### src/aux_adc_consts.vh
`ifndef AUX_ADC_CONSTS_VH
`define AUX_ADC_CONSTS_VH

// Control word fields.
`define CTL_STOP        14
`define CTL_SCAN_HI     13
`define CTL_SCAN_LO     10
`define CTL_WIDTH_HI    9
`define CTL_WIDTH_LO    8
`define CTL_AVG_HI      7
`define CTL_AVG_LO      6
`define CTL_RATE_HI     5
`define CTL_RATE_LO     4
`define CTL_FILT        0

// Serial command word fields.
`define CMD_READ        15
`define CMD_PAGE_HI     14
`define CMD_PAGE_LO     11
`define CMD_ADDR_HI     10
`define CMD_ADDR_LO     5

// Pages and register addresses.
`define PAGE_DATA       4'h0
`define PAGE_CTRL       4'h1
`define ADDR_CONTROL    6'h00
`define ADDR_STATUS     6'h01
`define ADDR_FIRST_BATTERY_INPUT       6'h05
`define ADDR_SECOND_BATTERY_INPUT       6'h06
`define ADDR_AUX        6'h07
`define ADDR_FIRST_THERMAL_MEASUREMENT      6'h09
`define ADDR_SECOND_THERMAL_MEASUREMENT      6'h0A

// Status word bits.
`define STAT_PWRDN      13
`define STAT_READY      11

// Scan selection codes; the first battery code is a parameter default.
`define SCAN_NONE       4'h0
`define SCAN_FIRST_BATTERY_INPUT       4'h5
`define SCAN_SECOND_BATTERY_INPUT       4'h7
`define SCAN_AUX        4'h8
`define SCAN_AUX_FN     4'h9
`define SCAN_FIRST_THERMAL_MEASUREMENT      4'hA
`define SCAN_PORT       4'hB
`define SCAN_SECOND_THERMAL_MEASUREMENT      4'hC

// Result register slots and converter channel numbers.
`define CH_FIRST_BATTERY_INPUT         3'h0
`define CH_SECOND_BATTERY_INPUT         3'h1
`define CH_AUX          3'h2
`define CH_FIRST_THERMAL_MEASUREMENT        3'h3
`define CH_SECOND_THERMAL_MEASUREMENT        3'h4
`define CH_NONE         3'h7

// Conversion timing.
`define SYS_MHZ         6'h19
`define EXTRA_PERIODS   5'h04

`endif

### src/aux_sample_ram.v
`timescale 1ns/100ps
`default_nettype none

module aux_sample_ram #(
	parameter W  = 12,
	parameter AW = 4
) (
	input  wire          sys_clk,
	input  wire          sys_rst,
	input  wire          wr_en,
	input  wire [AW-1:0] wr_addr,
	input  wire [W-1:0]  wr_data,
	input  wire [AW-1:0] rd_addr,
	output reg  [W-1:0]  rd_data_q
);

	reg [W-1:0] mem [0:(1<<AW)-1];

	always @(posedge sys_clk) begin
		if (wr_en) begin
			mem[wr_addr] <= wr_data;
		end
	end

	always @(posedge sys_clk or posedge sys_rst) begin
		if (sys_rst) begin
			rd_data_q <= {W{1'b0}};
		end else begin
			rd_data_q <= mem[rd_addr];
		end
	end

endmodule // aux_sample_ram

`default_nettype wire

### src/aux_spi_port.v
`timescale 1ns/100ps
`default_nettype none

module aux_spi_port (
	input  wire        sys_clk,
	input  wire        sys_rst,
	input  wire        spi_sclk,
	input  wire        spi_cs_n,
	input  wire        spi_mosi,
	input  wire [15:0] tx_word,
	output reg         spi_miso_q,
	output reg         spi_miso_oe_q,
	output reg         word_valid_q,
	output reg         first_word_q,
	output reg  [15:0] rx_word_q
);

	reg        sclk_s1_q, sclk_s2_q, sclk_s3_q;
	reg        cs_n_s1_q, cs_n_s2_q;
	reg        mosi_s1_q, mosi_s2_q;
	reg [3:0]  bit_cnt_q;
	reg        first_q;
	reg [15:0] rx_sr_q, tx_sr_q;

	wire active = ~cs_n_s2_q;
	wire rise   = sclk_s2_q & ~sclk_s3_q;
	wire fall   = ~sclk_s2_q & sclk_s3_q;

	always @(posedge sys_clk or posedge sys_rst) begin
		if (sys_rst) begin
			sclk_s1_q     <= 1'b0;
			sclk_s2_q     <= 1'b0;
			sclk_s3_q     <= 1'b0;
			cs_n_s1_q     <= 1'b1;
			cs_n_s2_q     <= 1'b1;
			mosi_s1_q     <= 1'b0;
			mosi_s2_q     <= 1'b0;
			bit_cnt_q     <= 4'h0;
			first_q       <= 1'b1;
			rx_sr_q       <= 16'h0000;
			tx_sr_q       <= 16'h0000;
			rx_word_q     <= 16'h0000;
			word_valid_q  <= 1'b0;
			first_word_q  <= 1'b0;
			spi_miso_q    <= 1'b0;
			spi_miso_oe_q <= 1'b0;
		end else begin
			sclk_s1_q     <= spi_sclk;
			sclk_s2_q     <= sclk_s1_q;
			sclk_s3_q     <= sclk_s2_q;
			cs_n_s1_q     <= spi_cs_n;
			cs_n_s2_q     <= cs_n_s1_q;
			mosi_s1_q     <= spi_mosi;
			mosi_s2_q     <= mosi_s1_q;
			spi_miso_oe_q <= active;
			word_valid_q  <= 1'b0;
			if (!active) begin
				bit_cnt_q  <= 4'h0;
				first_q    <= 1'b1;
				tx_sr_q    <= 16'h0000;
				spi_miso_q <= 1'b0;
			end else begin
				if (rise) begin
					rx_sr_q   <= {rx_sr_q[14:0], mosi_s2_q};
					bit_cnt_q <= bit_cnt_q + 4'h1;
					if (bit_cnt_q == 4'hF) begin
						rx_word_q    <= {rx_sr_q[14:0], mosi_s2_q};
						word_valid_q <= 1'b1;
						first_word_q <= first_q;
						first_q      <= 1'b0;
					end
				end
				// Reply words are loaded after a word completes, on the next falling edge.
				if (fall) begin
					if (bit_cnt_q == 4'h0) begin
						tx_sr_q    <= tx_word;
						spi_miso_q <= tx_word[15];
					end else begin
						tx_sr_q    <= {tx_sr_q[14:0], 1'b0};
						spi_miso_q <= tx_sr_q[14];
					end
				end
			end
		end
	end

endmodule // aux_spi_port

`default_nettype wire

### src/aux_adc_control.v
`timescale 1ns/100ps
`default_nettype none
`include "aux_adc_consts.vh"

module aux_adc_control #(
	parameter [3:0] SCAN_FIRST_BAT = `SCAN_FIRST_BATTERY_INPUT
) (
	input  wire        sys_clk,
	input  wire        sys_rst,
	input  wire        spi_sclk,
	input  wire        spi_cs_n,
	input  wire        spi_mosi,
	input  wire [11:0] adc_sample_in,
	output wire        spi_miso,
	output wire        spi_miso_oe,
	output reg  [2:0]  adc_channel_q,
	output reg         adc_sampling_q,
	output reg         adc_power_down_q,
	output reg         results_ready_q
);

	localparam [7:0] S_IDLE  = 8'h01;
	localparam [7:0] S_CONV  = 8'h02;
	localparam [7:0] S_SAMP  = 8'h04;
	localparam [7:0] S_CREQ  = 8'h08;
	localparam [7:0] S_CGET  = 8'h10;
	localparam [7:0] S_JREQ  = 8'h20;
	localparam [7:0] S_JGET  = 8'h40;
	localparam [7:0] S_WRITE = 8'h80;

	////////////////////////////////////////////////////////////////////////////
	// Serial port and register access.

	wire        word_valid, first_word;
	wire [15:0] rx_word;
	reg  [15:0] tx_word;

	aux_spi_port u_spi (
		.sys_clk       (sys_clk),
		.sys_rst       (sys_rst),
		.spi_sclk      (spi_sclk),
		.spi_cs_n      (spi_cs_n),
		.spi_mosi      (spi_mosi),
		.tx_word       (tx_word),
		.spi_miso_q    (spi_miso),
		.spi_miso_oe_q (spi_miso_oe),
		.word_valid_q  (word_valid),
		.first_word_q  (first_word),
		.rx_word_q     (rx_word)
	);

	reg         stop_q, filt_q, rd_mode_q, results_set;
	reg  [3:0]  scan_q, page_q, samp_q, i_q, j_q, lt_q, le_q;
	reg  [1:0]  width_q, avg_q, rate_q, seq_q;
	reg  [5:0]  addr_q;
	reg  [7:0]  state_q;
	reg  [5:0]  acc_q;
	reg  [4:0]  tick_cnt_q, new_q;
	reg  [15:0] sum_q;
	reg  [11:0] sync1_q, sync2_q, sample_q, cand_q, result_q;
	reg  [11:0] data_q [0:4];
	integer     k;

	function [2:0] slot_of;
		input [5:0] a;
		begin
			case (a)
				`ADDR_FIRST_BATTERY_INPUT:  slot_of = `CH_FIRST_BATTERY_INPUT;
				`ADDR_SECOND_BATTERY_INPUT:  slot_of = `CH_SECOND_BATTERY_INPUT;
				`ADDR_AUX:   slot_of = `CH_AUX;
				`ADDR_FIRST_THERMAL_MEASUREMENT: slot_of = `CH_FIRST_THERMAL_MEASUREMENT;
				`ADDR_SECOND_THERMAL_MEASUREMENT: slot_of = `CH_SECOND_THERMAL_MEASUREMENT;
				default:     slot_of = `CH_NONE;
			endcase
		end
	endfunction

	wire       busy     = ~state_q[0];
	wire [2:0] rd_slot  = slot_of(addr_q);
	wire       data_wd  = word_valid & ~first_word;
	wire       wr_ctl   = data_wd & ~rd_mode_q & (page_q == `PAGE_CTRL)
	                      & (addr_q == `ADDR_CONTROL);
	wire       rd_data  = data_wd & rd_mode_q & (page_q == `PAGE_DATA)
	                      & (rd_slot != `CH_NONE);

	always @* begin
		tx_word = 16'h0000;
		if (page_q == `PAGE_DATA && rd_slot != `CH_NONE) begin
			tx_word = {4'h0, data_q[rd_slot]};
		end else if (page_q == `PAGE_CTRL && addr_q == `ADDR_CONTROL) begin
			// Bit 15 and bits 3..1 always read zero.
			tx_word = {1'b0, ~busy, scan_q, width_q, avg_q,
			           rate_q, 3'b000, filt_q};
		end else if (page_q == `PAGE_CTRL && addr_q == `ADDR_STATUS) begin
			tx_word[`STAT_PWRDN] = stop_q;
			tx_word[`STAT_READY] = results_ready_q;
			tx_word[6:4]         = {new_q[0], new_q[1], new_q[2]};
			tx_word[2:1]         = {new_q[3], new_q[4]};
		end
	end

	////////////////////////////////////////////////////////////////////////////
	// Decoded settings.

	reg [4:0] conv_bits, n_samp;
	reg [5:0] rate_mhz;
	reg [3:0] med_k;
	reg [2:0] mean_shift, chan;
	reg       last_in_set;

	always @* begin
		case (width_q)
			2'b01:   conv_bits = 5'h08;
			2'b10:   conv_bits = 5'h0A;
			default: conv_bits = 5'h0C;
		endcase
		case (rate_q)
			2'b00:   rate_mhz = 6'h08;
			2'b01:   rate_mhz = 6'h04;
			2'b10:   rate_mhz = 6'h02;
			default: rate_mhz = 6'h01;
		endcase
		case ({filt_q, avg_q})
			3'b001:  n_samp = 5'h04;
			3'b010:  n_samp = 5'h08;
			3'b011:  n_samp = 5'h10;
			3'b101:  n_samp = 5'h05;
			3'b110:  n_samp = 5'h09;
			3'b111:  n_samp = 5'h0F;
			default: n_samp = 5'h01;
		endcase
		case (avg_q)
			2'b01:   begin med_k = 4'h2; mean_shift = 3'h2; end
			2'b10:   begin med_k = 4'h4; mean_shift = 3'h3; end
			default: begin med_k = 4'h7; mean_shift = 3'h4; end
		endcase
		last_in_set = 1'b1;
		case (scan_q)
			SCAN_FIRST_BAT: chan = `CH_FIRST_BATTERY_INPUT;
			`SCAN_SECOND_BATTERY_INPUT:     chan = `CH_SECOND_BATTERY_INPUT;
			`SCAN_AUX:      chan = `CH_AUX;
			`SCAN_AUX_FN:   chan = `CH_AUX;
			`SCAN_FIRST_THERMAL_MEASUREMENT:    chan = `CH_FIRST_THERMAL_MEASUREMENT;
			`SCAN_SECOND_THERMAL_MEASUREMENT:    chan = `CH_SECOND_THERMAL_MEASUREMENT;
			`SCAN_PORT: begin
				chan        = {1'b0, seq_q};
				last_in_set = (seq_q == 2'h2);
			end
			default:        chan = `CH_NONE;
		endcase
	end

	wire [3:0] wr_scan   = rx_word[`CTL_SCAN_HI:`CTL_SCAN_LO];
	wire       scan_ok   = (wr_scan == SCAN_FIRST_BAT) || (wr_scan == `SCAN_SECOND_BATTERY_INPUT) ||
	                       (wr_scan == `SCAN_AUX) || (wr_scan == `SCAN_AUX_FN) ||
	                       (wr_scan == `SCAN_FIRST_THERMAL_MEASUREMENT) || (wr_scan == `SCAN_PORT) ||
	                       (wr_scan == `SCAN_SECOND_THERMAL_MEASUREMENT);
	wire [5:0] acc_sum   = acc_q + rate_mhz;
	wire       tick      = (acc_sum >= `SYS_MHZ);
	wire [4:0] conv_len  = conv_bits + `EXTRA_PERIODS;
	wire [15:0] sum_n    = sum_q + {4'h0, sample_q};
	wire [15:0] mean_val = sum_n >> mean_shift;
	wire [11:0] trunc    = sync2_q >> (5'h0C - conv_bits);

	////////////////////////////////////////////////////////////////////////////
	// Sample store for the median filter.

	wire [11:0] rd_sample;

	aux_sample_ram #(.W(12), .AW(4)) u_ram (
		.sys_clk   (sys_clk),
		.sys_rst   (sys_rst),
		.wr_en     (state_q == S_SAMP),
		.wr_addr   (samp_q),
		.wr_data   (sample_q),
		.rd_addr   (state_q == S_CREQ ? i_q : j_q),
		.rd_data_q (rd_sample)
	);

	wire [3:0] lt_n = lt_q + {3'h0, rd_sample < cand_q};
	wire [3:0] le_n = le_q + {3'h0, rd_sample <= cand_q};

	////////////////////////////////////////////////////////////////////////////
	// Control register, sequencer and result registers.

	wire [4:0] clr_mask = rd_data ? (5'h01 << rd_slot) : 5'h00;
	wire [4:0] set_mask = (state_q == S_WRITE) ? (5'h01 << chan) : 5'h00;

	always @(posedge sys_clk or posedge sys_rst) begin
		if (sys_rst) begin
			stop_q           <= 1'b0;
			scan_q           <= `SCAN_NONE;
			width_q          <= 2'b00;
			avg_q            <= 2'b00;
			rate_q           <= 2'b00;
			filt_q           <= 1'b0;
			rd_mode_q        <= 1'b0;
			page_q           <= 4'h0;
			addr_q           <= 6'h00;
			state_q          <= S_IDLE;
			acc_q            <= 6'h00;
			tick_cnt_q       <= 5'h00;
			samp_q           <= 4'h0;
			sum_q            <= 16'h0000;
			sample_q         <= 12'h000;
			cand_q           <= 12'h000;
			result_q         <= 12'h000;
			i_q              <= 4'h0;
			j_q              <= 4'h0;
			lt_q             <= 4'h0;
			le_q             <= 4'h0;
			seq_q            <= 2'h0;
			sync1_q          <= 12'h000;
			sync2_q          <= 12'h000;
			new_q            <= 5'h00;
			results_ready_q  <= 1'b0;
			adc_channel_q    <= `CH_NONE;
			adc_sampling_q   <= 1'b0;
			adc_power_down_q <= 1'b0;
			for (k = 0; k < 5; k = k + 1) begin
				data_q[k] <= 12'h000;
			end
		end else begin
			sync1_q          <= adc_sample_in;
			sync2_q          <= sync1_q;
			adc_channel_q    <= busy ? chan : `CH_NONE;
			adc_sampling_q   <= (state_q == S_CONV);
			adc_power_down_q <= stop_q;
			// A result landing in the cycle its slot is read out stays flagged.
			new_q            <= (new_q & ~clr_mask) | set_mask;
			if (results_set) begin
				results_ready_q <= 1'b1;
			end else if (((new_q & ~clr_mask) | set_mask) == 5'h00) begin
				results_ready_q <= 1'b0;
			end
			if (word_valid) begin
				if (first_word) begin
					rd_mode_q <= rx_word[`CMD_READ];
					page_q    <= rx_word[`CMD_PAGE_HI:`CMD_PAGE_LO];
					addr_q    <= rx_word[`CMD_ADDR_HI:`CMD_ADDR_LO];
				end else begin
					addr_q    <= addr_q + 6'h01;
				end
			end
			case (state_q)
				S_IDLE: begin
				end
				S_CONV: begin
					acc_q <= tick ? acc_sum - `SYS_MHZ : acc_sum;
					if (tick) begin
						if (tick_cnt_q == conv_len - 5'h01) begin
							tick_cnt_q <= 5'h00;
							sample_q   <= trunc;
							state_q    <= S_SAMP;
						end else begin
							tick_cnt_q <= tick_cnt_q + 5'h01;
						end
					end
				end
				S_SAMP: begin
					sum_q <= sum_n;
					if ({1'b0, samp_q} == n_samp - 5'h01) begin
						if (n_samp == 5'h01) begin
							result_q <= sample_q;
							state_q  <= S_WRITE;
						end else if (filt_q) begin
							i_q     <= 4'h0;
							state_q <= S_CREQ;
						end else begin
							result_q <= mean_val[11:0];
							state_q  <= S_WRITE;
						end
					end else begin
						samp_q  <= samp_q + 4'h1;
						state_q <= S_CONV;
					end
				end
				S_CREQ: begin
					state_q <= S_CGET;
				end
				S_CGET: begin
					cand_q  <= rd_sample;
					lt_q    <= 4'h0;
					le_q    <= 4'h0;
					j_q     <= 4'h0;
					state_q <= S_JREQ;
				end
				S_JREQ: begin
					state_q <= S_JGET;
				end
				S_JGET: begin
					lt_q <= lt_n;
					le_q <= le_n;
					if ({1'b0, j_q} == n_samp - 5'h01) begin
						// The candidate is the median when at most k samples lie strictly below it and more than k lie at or below it.
						if (lt_n <= med_k && le_n > med_k) begin
							result_q <= cand_q;
							state_q  <= S_WRITE;
						end else begin
							i_q     <= i_q + 4'h1;
							state_q <= S_CREQ;
						end
					end else begin
						j_q     <= j_q + 4'h1;
						state_q <= S_JREQ;
					end
				end
				S_WRITE: begin
					data_q[chan] <= result_q;
					samp_q       <= 4'h0;
					sum_q        <= 16'h0000;
					acc_q        <= 6'h00;
					if (last_in_set) begin
						state_q <= S_IDLE;
					end else begin
						seq_q   <= seq_q + 2'h1;
						state_q <= S_CONV;
					end
				end
				default: state_q <= S_IDLE;
			endcase
			if (wr_ctl) begin
				stop_q  <= rx_word[`CTL_STOP];
				scan_q  <= wr_scan;
				width_q <= rx_word[`CTL_WIDTH_HI:`CTL_WIDTH_LO];
				avg_q   <= rx_word[`CTL_AVG_HI:`CTL_AVG_LO];
				rate_q  <= rx_word[`CTL_RATE_HI:`CTL_RATE_LO];
				filt_q  <= rx_word[`CTL_FILT];
				seq_q      <= 2'h0;
				samp_q     <= 4'h0;
				sum_q      <= 16'h0000;
				acc_q      <= 6'h00;
				tick_cnt_q <= 5'h00;
				if (rx_word[`CTL_STOP] || !scan_ok) begin
					state_q <= S_IDLE;
				end else begin
					state_q <= S_CONV;
				end
			end
		end
	end

	always @* begin
		results_set = (state_q == S_WRITE) && last_in_set && !wr_ctl;
	end

endmodule // aux_adc_control

`default_nettype wire

### config.mk
export PLATFORM = sky130hd
export DESIGN_NAME = aux_adc_control
export DESIGN_NICKNAME = d
export VERILOG_FILES = /design/src/aux_sample_ram.v /design/src/aux_spi_port.v /design/src/aux_adc_control.v
export VERILOG_INCLUDE_DIRS = /design/src
export SDC_FILE = /design/constraint.sdc
export NUM_CORES = 1
export LEC_CHECK = 0
export BUFFER_PORTS_ARGS = -buffer_cell sky130_fd_sc_hd__clkbuf_2
export CAP_MARGIN = 0
export CORE_UTILIZATION = 50
export CTS_BUF_LIST = sky130_fd_sc_hd__clkbuf_8
export DETAILED_ROUTE_END_ITERATION = 10
export PLACE_DENSITY = 0.66
export SLEW_MARGIN = 25
export SYNTH_ARGS = -nofsm -noshare
export SYNTH_HDL_FRONTEND = slang
export SYNTH_SLANG_ARGS = --single-unit
### constraint.sdc
create_clock -name sys_clk -period 13.3 [get_ports sys_clk]
set_input_delay 2.66 -clock sys_clk [delete_from_list [all_inputs] [get_ports sys_clk]]
set_output_delay 2.66 -clock sys_clk [all_outputs]
set_load 0.02 [all_outputs]
# --- Word-level counts from Yosys, hierarchy flattened ---
# Memory sizes are Yosys's and may differ from the RTL's. A register that Yosys moved wholly into a read port is not among the register bits.
# Cells that the tools add are included.
op_classes:
  n_addsub: 16
  order_cmp: 8
  eq_ne: 61
  n_shift: 4
  mux: 92
  bitwise: 19
  reduce_logical: 45
ops:
  columns: ["cell", "n"]
  rows:
  - ["12-bit two-way mux", 8]
  - ["8-bit two-way mux", 8]
  - ["8-bit one-hot mux with 8 select lines", 1]
  - ["60-bit bitwise mux", 1]
  - ["15-bit two-way mux", 4]
  - ["4-bit two-way mux", 12]
  - ["4-bit == test (second input constant)", 11]
  - ["4-bit one-hot mux with 2 select lines", 5]
  - ["12-bit binary-select mux with 3-bit select", 1]
  - ["12-bit demux with 3-bit select", 1]
  - ["16-bit one-hot mux with 2 select lines", 1]
  - ["5-bit two-way mux", 6]
  - ["5-bit one-hot mux with 6 select lines", 1]
  - ["12-bit one-hot mux with 2 select lines", 1]
  - ["1-bit two-way mux", 21]
  - ["6-bit by 3-bit == test with 1-bit output (second input constant)", 3]
  - ["6-bit two-way mux", 3]
  - ["2-bit inequality test (second input constant)", 9]
  - ["3-bit one-hot mux with 2 select lines", 3]
  - ["3-bit one-hot mux with 6 select lines", 1]
  - ["2-bit nonzero test", 9]
  - ["16-bit by 12-bit adder with 16-bit output", 1]
  - ["4-bit by 1-bit adder with 4-bit output (second input constant)", 4]
  - ["4-bit by 3-bit == test with 1-bit output (second input constant)", 4]
  - ["other kinds (65)", 126]
totals:
  register_bits: 273
  mem_bits_rw: 192
  input_bits: 17
  out_inout_bits: 8
  elab_cells: 296
  n_memories: 1
memory_table:
  columns: ["name", "depth", "word_bits", "read_ports", "rd_clocked_by_memory_dff", "write_ports", "line", "rtl"]
  rows:
  - ["u_ram.mem", 16, 12, 1, 1, 1, "aux_sample_ram.v:17", "reg [W-1:0] mem [0:(1<<AW)-1];"]

# --- Depth between registers and ports, before layout ---
# Gate-level depths: netlist (run 1).
depth:
  depth_word: 12
  ltp_mapped: 19
  mapped_depth_nobuf: 18

# --- Cells and area by module ---
# From an unflattened synthesis (run 1), not the netlist that was laid out.
hier_totals:
  hier_cells: 1691
  hier_area_um2: 22126.2
modules_own_cells:
  columns: ["mod", "instances", "cells_each", "area_per_inst_um2", "seq_area_each_um2"]
  rows:
  - ["aux_adc_control", 1, 1199, 12004.0, 5285.1]
  - ["aux_sample_ram", 1, 330, 7663.6, 6065.8]
  - ["aux_spi_port", 1, 162, 2458.6, 1555.2]

# --- Worst setup path before layout (run 1) ---
# OpenSTA, ideal clock, no wires.
synth_timing:
  path_type: "register to register"
  from: "reg cand_q[5]"
  to: "reg result_q[5]"
  setup_ns: 0.078
  t_arrival_ns: 3.773
  required_time_ns: 13.222
  setup_slack_ns: 9.449
  path_stages_with_launch: 20
  path_buffers: 1
  synth_period_minus_slack_ns: 3.851
  cell_sequence: "dfrtp_1 > inv_1 > ha_1 > a21o_1 > a21o_1 > a21oi_1 > or2_2 > o311a_1 > or2_2 > ha_1 > ha_1 > ha_1 > nor2b_1 > o21a_1 > o21ai_0 > a221o_1 > o21a_1 > buf_2 > a2111o_1 > o2bb2ai_1"
synth_via:
  elab_chain_len: 6
  elab_cells_between_ends: 12
  cone_classes: "2 x add/sub; 4 x order compare; 1 x eq/ne; 3 x mux; 2 x reduce/logical"
synth_rtl:
  columns: ["item", "line", "rtl"]
  rows:
  - ["from (decl)", "aux_adc_control.v:60", "reg [11:0] sync1_q, sync2_q, sample_q, cand_q, result_q;"]
  - ["from (signal assigned)", "aux_adc_control.v:282", "cand_q <= rd_sample;"]
  - ["12-bit < comparator or 12-bit less-or-equal comparator (tied branches)", "aux_adc_control.v:180, aux_adc_control.v:181", null]
  - ["4-bit by 1-bit adder with 4-bit output (on tied branches)", "aux_adc_control.v:180, aux_adc_control.v:181", null]
  - ["4-bit less-or-equal comparator or 4-bit > comparator (tied branches)", "aux_adc_control.v:296", "if (lt_n <= med_k && le_n > med_k) begin"]
  - ["1-bit logical AND", "aux_adc_control.v:296", null]
  - ["2-bit inequality test (no line)", null, null]
  - ["5-bit AND reduction (no line)", null, null]
  - ["to (signal assigned)", "aux_adc_control.v:264", "result_q <= sample_q;"]
  - ["to (signal assigned)", "aux_adc_control.v:270", "result_q <= mean_val[11:0];"]
  - ["to (signal assigned)", "aux_adc_control.v:297", "result_q <= cand_q;"]
  - ["to (decl)", "aux_adc_control.v:60", null]
# Parallel ways exist; a longest one is shown, timed or not. The select of a mux whose other input is x is not followed.
# A chain may end at the register's enable or synchronous reset.

# --- Worst setup path after layout (run 1) ---
layout_timing:
  from: "reg cand_q[5]"
  to: "reg result_q[7]"
layout_via:
  elab_chain_len: 6
  elab_cells_between_ends: 9
  cone_classes: "2 x add/sub; 4 x order compare; 1 x eq/ne; 2 x reduce/logical"
layout_rtl:
  columns: ["item", "line"]
  rows:
  - ["12-bit < comparator or 12-bit less-or-equal comparator (tied branches)", "aux_adc_control.v:180, aux_adc_control.v:181"]
  - ["4-bit by 1-bit adder with 4-bit output (on tied branches)", "aux_adc_control.v:180, aux_adc_control.v:181"]
  - ["4-bit less-or-equal comparator or 4-bit > comparator (tied branches)", "aux_adc_control.v:296"]
  - ["1-bit logical AND (*)", "aux_adc_control.v:296"]
  - ["2-bit inequality test (no line) (*)", null]
  - ["5-bit AND reduction (no line) (*)", null]
# Every way passes the cells marked *; elsewhere a longest branch is shown, timed or not.

==> results by group, run 1 <==
STA
  – Max Slew Vio Count: 0
  – Fmax: 238 MHz
  – Minimum clock period: 4.20 ns
  – Final Hold Viols: 0
  – Clock skew: 0.0359 ns
  – RSZ-0062 raised after global routing: false
  – Post-route clock period utilization: 31.6%
  – Final worst slack: 9.10 ns
  – Worst relative slew slack: 26.9%
  – Measured slew at the worst slew-check pin: 1.09 ns
  – Setup tns final: 0 ns
  – Hold slack: 0.333 ns
  – Setup violators final: 0

Synthesis
  – #FFs+latches synth: 474
  – Commonest cells post-synth: dfrtp_1, nand2_1, edfxtp_1
  – Syn Inst Count: 1,903
  – Sequential area share after synthesis: 58.0%
  – Post-synth top area share: 31.1%
  – Library cells used by synthesis: 83
  – Syn Nets: 1,985
  – Most numerous cell in the Yosys netlist: dfrtp_1
  – Post-synth ARST share: 59.5%
  – Avg Cell Area, Syn: 11.6 sq um
  – Mapped Area: 22,100 sq um
  – Syn. warnings: 0
  – Main synth FF type: dfrtp_1
  – Area contributors post-synth: dfrtp_1, edfxtp_1, mux2_2
  – Top cell type by total area after synthesis: dfrtp_1
  – Post-synth EDFFs: 192

Placed design
  – Placer Congestion: 0.882
  – PortBufs: 24
  – Post-Place Cells: 2,445
  – Placed Area: 22,800 sq um
  – DP Worst Slack: 7.83 ns
  – DPL Wire Length: 34,500 microns

Clock tree
  – Root buf cell: clkbuf_8
  – H-tree levels: 3
  – CTS tree: built
  – Clock transition at the registers of the reported paths: 0.06 ns
  – Post-CTS setup buffers: 0
  – Clock Sinks: 474
  – CTS buffer count: 77
  – Worst-skew pair later-pin latency: 0.66 ns
  – # resized after CTS: 0
  – Count of hold buffers inserted by post-cts repair: 0
  – Maximum clock path buffer count: 3

Die
  – Die Ht: 212 microns
  – Total I/O pin count: 25
  – Die area: 45,100 sq um
  – Core area: 43,400 sq um
  – Initial Utilization: 51.0%
  – # rows: 76
  – Die width: 212 microns

Drt
  – Vias/cell: 5.95
  – Detail Route Antenna Nets: 0
  – Initial drt markers: 1,412
  – WL/cell: 20.6 microns
  – DRC: 0
  – DRT Pass-1 Iters: 5
  – Via total after detailed routing: 15,400
  – Total Wirelength: 53,300 microns

Global route
  – Final global-route overflow total: 0
  – Vias in the first global route: 14,800
  – Initial antenna violation count: 2
  – Largest net degree at the start of global routing: 128
  – Met2 Track Usage GR: 36.3%
  – First-pass GRT wire length: 82,900 microns
  – GRT Max-Usage Layer: met2
  – Grt met1 use: 35.2%
  – Total GRT Usage: 24.2%
  – Grt met3 use: 4.05%

Power
  – Lkg Pwr: 9.96 nW
  – Pwr dens: 117 nW/um^2
  – Sw Pwr: 0.616 mW
  – Register share of total power: 53.9%
  – Sw Share: 21.5%
  – Total Power: 2.87 mW
  – Combinational share of power: 1.8%
  – VDD IR max: 113 uV
  – Internal: 2.25 mW
  – Clock power frac: 44.4%

Worst setup path
  – Data arrival, critical path: 4.74 ns
  – Startpoint class of the critical path: flip-flop
  – Critical path endpoint category: flip-flop
  – Crit path max fanout: 8
  – Worst R2R Setup Slack: 9.10 ns
  – Crit path kind: reg -> reg
  – Critical Path RT: 13.84 ns

Layout
  – Post-layout util: 56.3%
  – Layout area overhead: 10.4%
  – Fin area: 24,400 sq um
  – Final net count: 2,022
  – Fraction of layout cells with a size suffix above 1: 16.1%
  – Post-Layout Cell Count: 2,584

Hold path
  – Hold Crit Class: reg -> reg

Flow run
  – Max-Cap Viols: 0

Status
  – Status: finished clean
-- sequential cells by signal (all words and copies together), names as in the netlist, 12 cells and up --
register,count
cand_q,12
data_q,60
result_q,12
sample_q,12
sum_q,16
sync1_q,12
sync2_q,12
u_ram.mem,192
u_ram.rd_data_q,12
u_spi.rx_sr_q,15
u_spi.rx_word_q,13
u_spi.tx_sr_q,15
-- power groups by stage --
stage | Combinational (mW) | Sequential [mW] | Clock, mW
5_1_grt | 0.0572 | 1.54 | 1.35
6_report | 0.0508 | 1.54 | 1.27
3_3_place_gp | 0.0496 | 1.57 | 0
2_1_floorplan | 0.0378 | 1.57 | 0
3_5_place_dp | 0.0512 | 1.57 | 0
4_1_cts | 0.0518 | 1.54 | 1.29
-- area by class of cell --
type / instances / area [sq um]
tap: 585 / 732
fill: 3675 / 18900
clock inverter: 46 / 307
clock buffer: 91 / 1250
sequential: 474 / 12800
antenna: 1 / 2.50
inverter: 51 / 199
timing repair buffer: 52 / 342
multi-input combinational: 1284 / 8750
-- final timing paths --
check	from	to	cells past startpoint
setup reg to reg	cand_q[5]	result_q[7]	18
min in group asynchronous	sys_rst	sync2_q[3]	2
max in group asynchronous	sys_rst	data_q[22]	4
hold / removal	sync1_q[3]	sync2_q[3]	0
hold reg to reg	sync1_q[3]	sync2_q[3]	0
setup / recovery	cand_q[5]	result_q[7]	18
-- placed cells by master (no fill, tap or decap), types with 10 or more instances in the layout --
master and instances:
a21oi_1 71, a21o_1 20, nor3b_1 10, edfxtp_1 192, a221oi_1 12, o21ai_0 109, nor2b_1 21, o21a_1 11
clkbuf_8 91, ha_1 63, a32oi_1 12, buf_4 25, inv_1 73, o211ai_1 40, o22ai_1 17, a31oi_1 30
nand2b_1 12, xnor2_1 25, clkbuf_2 24, xor2_1 17, nor2_1 110, nor3_1 35, mux2_2 110, and2_1 17
nand3_1 53, mux2i_1 54, nand4_1 14, dfrtp_1 275, nand2_1 251
-- logic make-up after synthesis --
logic type | share of synthesized area [%]
compound gates | 12.0
xor+xnor | 1.77
fa+ha+maj | 3.75
buf+inv | 2.73
flops | 58.0
mux | 9.19
simple gates | 12.6
-- routing by layer --
layer,wire length [microns],part of all wire [%],up-vias
li1,-,-,7062
met1,24500,46,7672
met2,23800,45,542
met3,3800,7.1,91
met4,1230,2.3,0
met5,0,0,-
-- critical path: stages (launching register included) --
cell and delay (ns):
dfrtp_1 0.38, inv_1 0.06, ha_1 0.29, a21o_1 0.11
a21o_1 0.10, a21oi_1 0.05, or2_2 0.27, o311a_1 0.13
or2_2 0.31, ha_1 0.21, ha_1 0.29, ha_1 0.29
nor2b_1 0.14, o21a_1 0.12, o21ai_0 0.08, a221o_1 0.38
o21ai_2 0.40, mux2_2 0.39, o31a_1 0.10
(Power assumes the default switching activity.)
==> run 2, diff against run 1 <==
clock period = 4 ns   (was 13.3 ns; I/O delays follow)
==> results by group, run 2 (synthesized netlist as in run 1, its figures left out) <==
STA
  – Setup violators final: 0
  – Worst relative slew slack: 39.9%
  – Minimum clock period: 3.85 ns
  – Measured slew at the worst slew-check pin: 0.901 ns
  – RSZ-0062 raised after global routing: false
  – Post-route clock period utilization: 96.2%
  – Final Hold Viols: 0
  – Max Slew Vio Count: 0
  – Fmax: 260 MHz
  – Clock skew: 0.0292 ns

Clock tree
  – CTS tree: built
  – Maximum clock path buffer count: 3
  – Root buf cell: clkbuf_8
  – Clock transition at the registers of the reported paths: 0.06 ns
  – CTS buffer count: 78
  – Worst-skew pair later-pin latency: 0.67 ns
  – H-tree levels: 3
  – Count of hold buffers inserted by post-cts repair: 0
  – Clock Sinks: 474

Worst setup path
  – CP max stage delay: 0.40 ns
  – Crit path kind: reg -> reg
  – Critical path endpoint category: flip-flop
  – CP max stage cell: a221o_1
  – Critical path's most frequent cell: ha_4
  – Ordered cell list for the critical path: inv_1 > ha_1 > a21o_1 > a21o_1 > a21oi_1 > or2_2 > o311a_1 > or2_4 > ha_4 > ha_4 > ha_4 > nor2b_2 > o21a_1 > o21ai_2 > a221o_1 > o21ai_2 > mux2_2 > o31a_1
  – Data arrival, critical path: 4.37 ns
  – Crit path max fanout: 3
  – Startpoint class of the critical path: flip-flop
  – Critical Path RT: 4.53 ns

Placed design
  – DPL Wire Length: 36,100 microns
  – PortBufs: 24
  – Post-Place Cells: 2,477
  – Placed Area: 23,100 sq um
  – Placer Congestion: 0.935

Drt
  – WL/cell: 20.7 microns
  – Via total after detailed routing: 15,400
  – Initial drt markers: 1,169
  – DRC: 0
  – Detail Route Antenna Nets: 0
  – Vias/cell: 5.88
  – Total Wirelength: 54,200 microns
  – DRT Pass-1 Iters: 7

Die
  – Die area: 45,100 sq um
  – # rows: 76
  – Die width: 212 microns
  – Total I/O pin count: 25
  – Initial Utilization: 51.0%
  – Die Ht: 212 microns
  – Core area: 43,400 sq um

Layout
  – Diode count: 0
  – Fraction of layout cells with a size suffix above 1: 17.5%
  – Most common cell after layout, fill and taps aside: dfrtp_1
  – Post-Layout Cell Count: 2,623
  – Top reg by flops: u_ram.mem
  – Highest-count cells in the layout ignoring fill and taps: dfrtp_1, nand2_1, edfxtp_1
  – Largest register FFs: 192
  – Biggest regs: u_ram.mem x192, data_q x60, sum_q x16
  – Filler cells: 3,635
  – Layout area overhead: 11.7%
  – Fin area: 24,700 sq um
  – Final net count: 2,057

Global route
  – Total GRT Usage: 24.8%
  – Initial antenna violation count: 0
  – Largest net degree at the start of global routing: 73
  – Final global-route overflow total: 0
  – Vias in the first global route: 15,200
  – First-pass GRT wire length: 84,700 microns

Power
  – Pwr dens: 377 nW/um^2
  – Total Power: 9.31 mW
  – VDD IR max: 319 uV
  – Lkg Pwr: 10.2 nW

Status
  – Status: finished clean

Flow run
  – Max-Cap Viols: 0

Hold path
  – Hold Crit Class: in -> reg
## run 2: cell types whose count changed in the layout (fill, tap and decap cells not counted), moves of 2 or more
cell,delta
clkinv_1,-4
buf_4,+29
bufinv_16,-3
clkbuf_8,-4
inv_1,+14
ha_1,-3
buf_12,+6
o21ai_0,-2
ha_4,+3
## run 2: worst paths after layout
check,from,end,slack (ns),cells past startpoint
hold reg to reg,sync1_q[3],sync2_q[3],0.34,0
hold / removal,spi_cs_n,u_spi.cs_n_s1_q,0.22,1
setup / recovery,cand_q[5],result_q[7],0.15,18
setup reg to reg,cand_q[5],result_q[7],0.15,18
min in group asynchronous,sys_rst,data_q[17],0.24,2
max in group asynchronous,sys_rst,state_q[0],2.94,3
## run 2: layout make-up
| class | instances | area [sq um] | area share (%) |
|---|---|---|---|
| Tap cell | 585 | 732 | 2.96 |
| Inverter | 51 | 195 | 0.790 |
| Multi-Input combinational cell | 1284 | 8790 | 35.6 |
| Timing Repair Buffer | 86 | 668 | 2.71 |
| Sequential cell | 474 | 12800 | 51.9 |
| Clock buffer | 87 | 1200 | 4.85 |
| Clock inverter | 56 | 284 | 1.15 |
## run 2: report_power, final
part	total [mW]	switching, mW	internal (mW)
logic	0.177	0.109	0.0676
clock network	4.00	1.92	2.08
registers	5.13	0.0390	5.09
## run 2: timing repair
item                                    CTS  global route
endpoints found under the hold margin     0             0
gates cloned                              0             0
endpoints found under the setup margin   12            15
buffers inserted                          3             0
pin swaps                                 4             6
gates resized for setup                   6             7
## run 2: critical path: cells and delay by family, from the launching register on
family / cells / cell delay (ns)
multiplexers: 1 / 0.36
flip-flops: 1 / 0.36
AND/OR/NAND/NOR: 3 / 0.68
adder cells (fa/ha/maj): 4 / 0.99
AO/OA/AOI/OAI: 9 / 1.27
buffers and inverters: 1 / 0.06
## run 2: layer usage
layer,wire length [microns],up-vias,global-route usage [%],part of all wire (%)
met3,3780,89,4.62,7.0
met2,23700,500,36.2,44
met5,0,-,0,0
met4,1560,0,9.77,2.9
met1,25200,7700,36.6,46
li1,-,7124,-,-
## run 2: through the flow
step           setup slack [ns]  hold slack, ns  utilization [%]  setup TNS, ns
3_3_place_gp             0.0809           0.332             53.4              0
3_5_place_dp            -0.0907           0.335             53.4         -0.534
4_1_cts                  0.0839           0.189             56.9              0
5_1_grt                0.000584           0.204             57.0              0
2_1_floorplan            -0.530           0.331                -        -145.63
6_report                  0.153           0.224             57.0              0
==> run 3, diff against run 2 <==
ABC_AREA = 1   (was unset)
==> results by group, run 3 <==
Global route
  – Final global-route overflow total: 0
  – Total GRT Usage: 24.2%
  – First-pass GRT wire length: 87,600 microns
  – Largest net degree at the start of global routing: 85
  – Initial antenna violation count: 0
  – Vias in the first global route: 16,500

Die
  – Die area: 45,900 sq um
  – Initial Utilization: 50.8%
  – Die width: 214 microns
  – # rows: 77
  – Core area: 44,300 sq um
  – Total I/O pin count: 25
  – Die Ht: 214 microns

Power
  – Lkg Pwr: 11.1 nW
  – VDD IR max: 309 uV
  – Combinational share of power: 1.5%
  – Clock power frac: 44.6%
  – Total Power: 9.46 mW
  – Pwr dens: 379 nW/um^2
  – Sw Pwr: 2.07 mW
  – Register share of total power: 53.9%
  – Sw Share: 21.9%
  – Internal: 7.39 mW

Synthesis
  – Avg Cell Area, Syn: 9.12 sq um
  – Post-synth EDFFs: 192
  – Post-synth top area share: 30.6%
  – Main synth FF type: dfrtp_1
  – Top cell type by total area after synthesis: dfrtp_1
  – Library cells used by synthesis: 50
  – Mapped Area: 22,500 sq um
  – Sequential area share after synthesis: 57.0%
  – Syn Inst Count: 2,468
  – #FFs+latches synth: 474
  – Area contributors post-synth: dfrtp_1, edfxtp_1, nand2_1
  – Most numerous cell in the Yosys netlist: nand2_1
  – Commonest cells post-synth: nand2_1, inv_1, dfrtp_1
  – Syn Nets: 2,550
  – Post-synth ARST share: 59.5%
  – Syn. warnings: 0

Drt
  – Vias/cell: 5.39
  – Initial drt markers: 1,470
  – DRC: 0
  – Total Wirelength: 55,000 microns
  – Detail Route Antenna Nets: 0
  – WL/cell: 17.3 microns
  – Via total after detailed routing: 17,200
  – DRT Pass-1 Iters: 5

Clock tree
  – H-tree levels: 3
  – Clock Sinks: 474
  – CTS buffer count: 79
  – Root buf cell: clkbuf_8
  – Worst-skew pair later-pin latency: 0.66 ns
  – Count of hold buffers inserted by post-cts repair: 0
  – CTS tree: built
  – Maximum clock path buffer count: 3
  – Clock transition at the registers of the reported paths: 0.06 ns

Placed design
  – PortBufs: 24
  – DP Worst Slack: 0.197 ns
  – Placer Congestion: 0.873
  – DPL Wire Length: 36,300 microns

Worst setup path
  – Startpoint class of the critical path: flip-flop
  – Crit path max fanout: 14
  – FF-to-FF End: result_q[11]
  – Worst R2R Setup Slack: 0.31 ns
  – Data arrival, critical path: 4.27 ns
  – Crit path kind: reg -> reg
  – Critical path endpoint category: flip-flop
  – RR Startpoint: cand_q[11]
  – R2R cell count: 24
  – Critical Path RT: 4.57 ns

STA
  – Max Slew Vio Count: 0
  – Hold slack: 0.242 ns
  – Final Hold Viols: 0
  – Measured slew at the worst slew-check pin: 0.882 ns
  – Setup tns final: 0 ns
  – Minimum clock period: 3.69 ns
  – Final worst slack: 0.305 ns
  – Setup violators final: 0
  – Worst relative slew slack: 41.1%
  – Clock skew: 0.0297 ns
  – Fmax: 271 MHz
  – Post-route clock period utilization: 92.4%

Layout
  – Filler cells: 3,973
  – Fraction of layout cells with a size suffix above 1: 8.59%
  – Final net count: 2,617
  – Most common cell after layout, fill and taps aside: nand2_1
  – Biggest regs: u_ram.mem x192, data_q x60, sum_q x16
  – Layout area overhead: 10.9%
  – Top reg by flops: u_ram.mem
  – Diode count: 0
  – Post-layout util: 56.3%
  – Largest register FFs: 192
  – Highest-count cells in the layout ignoring fill and taps: nand2_1, inv_1, dfrtp_1

Status
  – Status: finished clean

Flow run
  – Max-Cap Viols: 0

Hold path
  – Hold Startpoint: spi_cs_n
  – Hold Crit Class: in -> reg
  – Hold path cells: 1
  – Worst Hold End: u_spi.cs_n_s1_q
[run 3: per-stage QoR]
step / instance area, sq um / cells
6_report: 25000 / 3187
5_1_grt: 25000 / 3187
4_1_cts: 24900 / 3185
3_5_place_dp: 23400 / 3044
3_3_place_gp: 23400 / 3044
2_1_floorplan: 22500 / 2468
[run 3: kinds of logic after synthesis]
family                   share of synthesized area [%]
flip-flops                                        57.0
AO/OA/AOI/OAI                                     11.0
adder cells (fa/ha/maj)                           3.68
multiplexers                                    0.0890
buffers and inverters                             6.98
XOR/XNOR                                          1.09
AND/OR/NAND/NOR                                   20.1
[run 3: final cells by class]
type                    count  area (sq um)  share of cell area (%)
flip-flops and latches    474         12800                    51.4
multi-input cells        1610          8140                    32.6
clock buffers              91          1250                    5.02
inverters                 294          1110                    4.44
well taps                 592           741                    2.97
repair buffers             76           586                    2.35
clock inverters            50           302                    1.21
[run 3: how the worst max path moves through the flow]
stage | start | end | slack, ns | depth (start not counted)
3_5_place_dp | cand_q[11] | result_q[11] | 0.20 | 24
2_1_floorplan | sys_rst | acc_q[0] | -0.53 | 1
4_1_cts | cand_q[11] | result_q[11] | 0.12 | 24
3_3_place_gp | cand_q[11] | result_q[6] | 0.33 | 24
6_report | cand_q[11] | result_q[11] | 0.31 | 24
5_1_grt | cand_q[11] | result_q[6] | -0.02 | 24
[run 3: per-layer routing]
layer	vias to the layer above	share of wire [%]	GRT usage (%)	wire, microns
li1	8355	-	-	-
met1	8225	46	34.7	25200
met2	503	45	37.4	24900
met3	105	6.3	3.45	3460
met4	0	2.7	9.57	1510
met5	-	0	0	0
[run 3: repair_timing]
action | CTS | global route
setup endpoints to repair | 0 | 12
endpoints found under the hold margin | 0 | 0
gates resized for setup | 0 | 5
buffers inserted | 0 | 2
[run 3: power by group through the flow]
stage / clock network [mW] / registers, mW / logic [mW]
3_5_place_dp: 0 / 5.19 / 0.150
6_report: 4.22 / 5.09 / 0.145
5_1_grt: 4.52 / 5.10 / 0.171
4_1_cts: 4.32 / 5.09 / 0.151
2_1_floorplan: 0 / 5.18 / 0.0983
3_3_place_gp: 0 / 5.18 / 0.147
[run 3: worst max-delay path, stage by stage (launching register included)]
cell and delay [ns]:
dfrtp_1 0.36, inv_1 0.07, ha_1 0.30, nand2_1 0.07, inv_1 0.05, nand3_1 0.08, nor2_1 0.17, a21boi_2 0.22
o21ai_1 0.10, ha_1 0.22, ha_1 0.21, xor2_1 0.16, ha_1 0.31, nand2_1 0.05, o21ai_0 0.14, nand2_1 0.06
nand2_1 0.07, nand3_1 0.12, nor2_2 0.15, nand4_1 0.20, nand2_4 0.14, inv_2 0.11, nor2_1 0.12, nand2_1 0.06
nand2_1 0.06
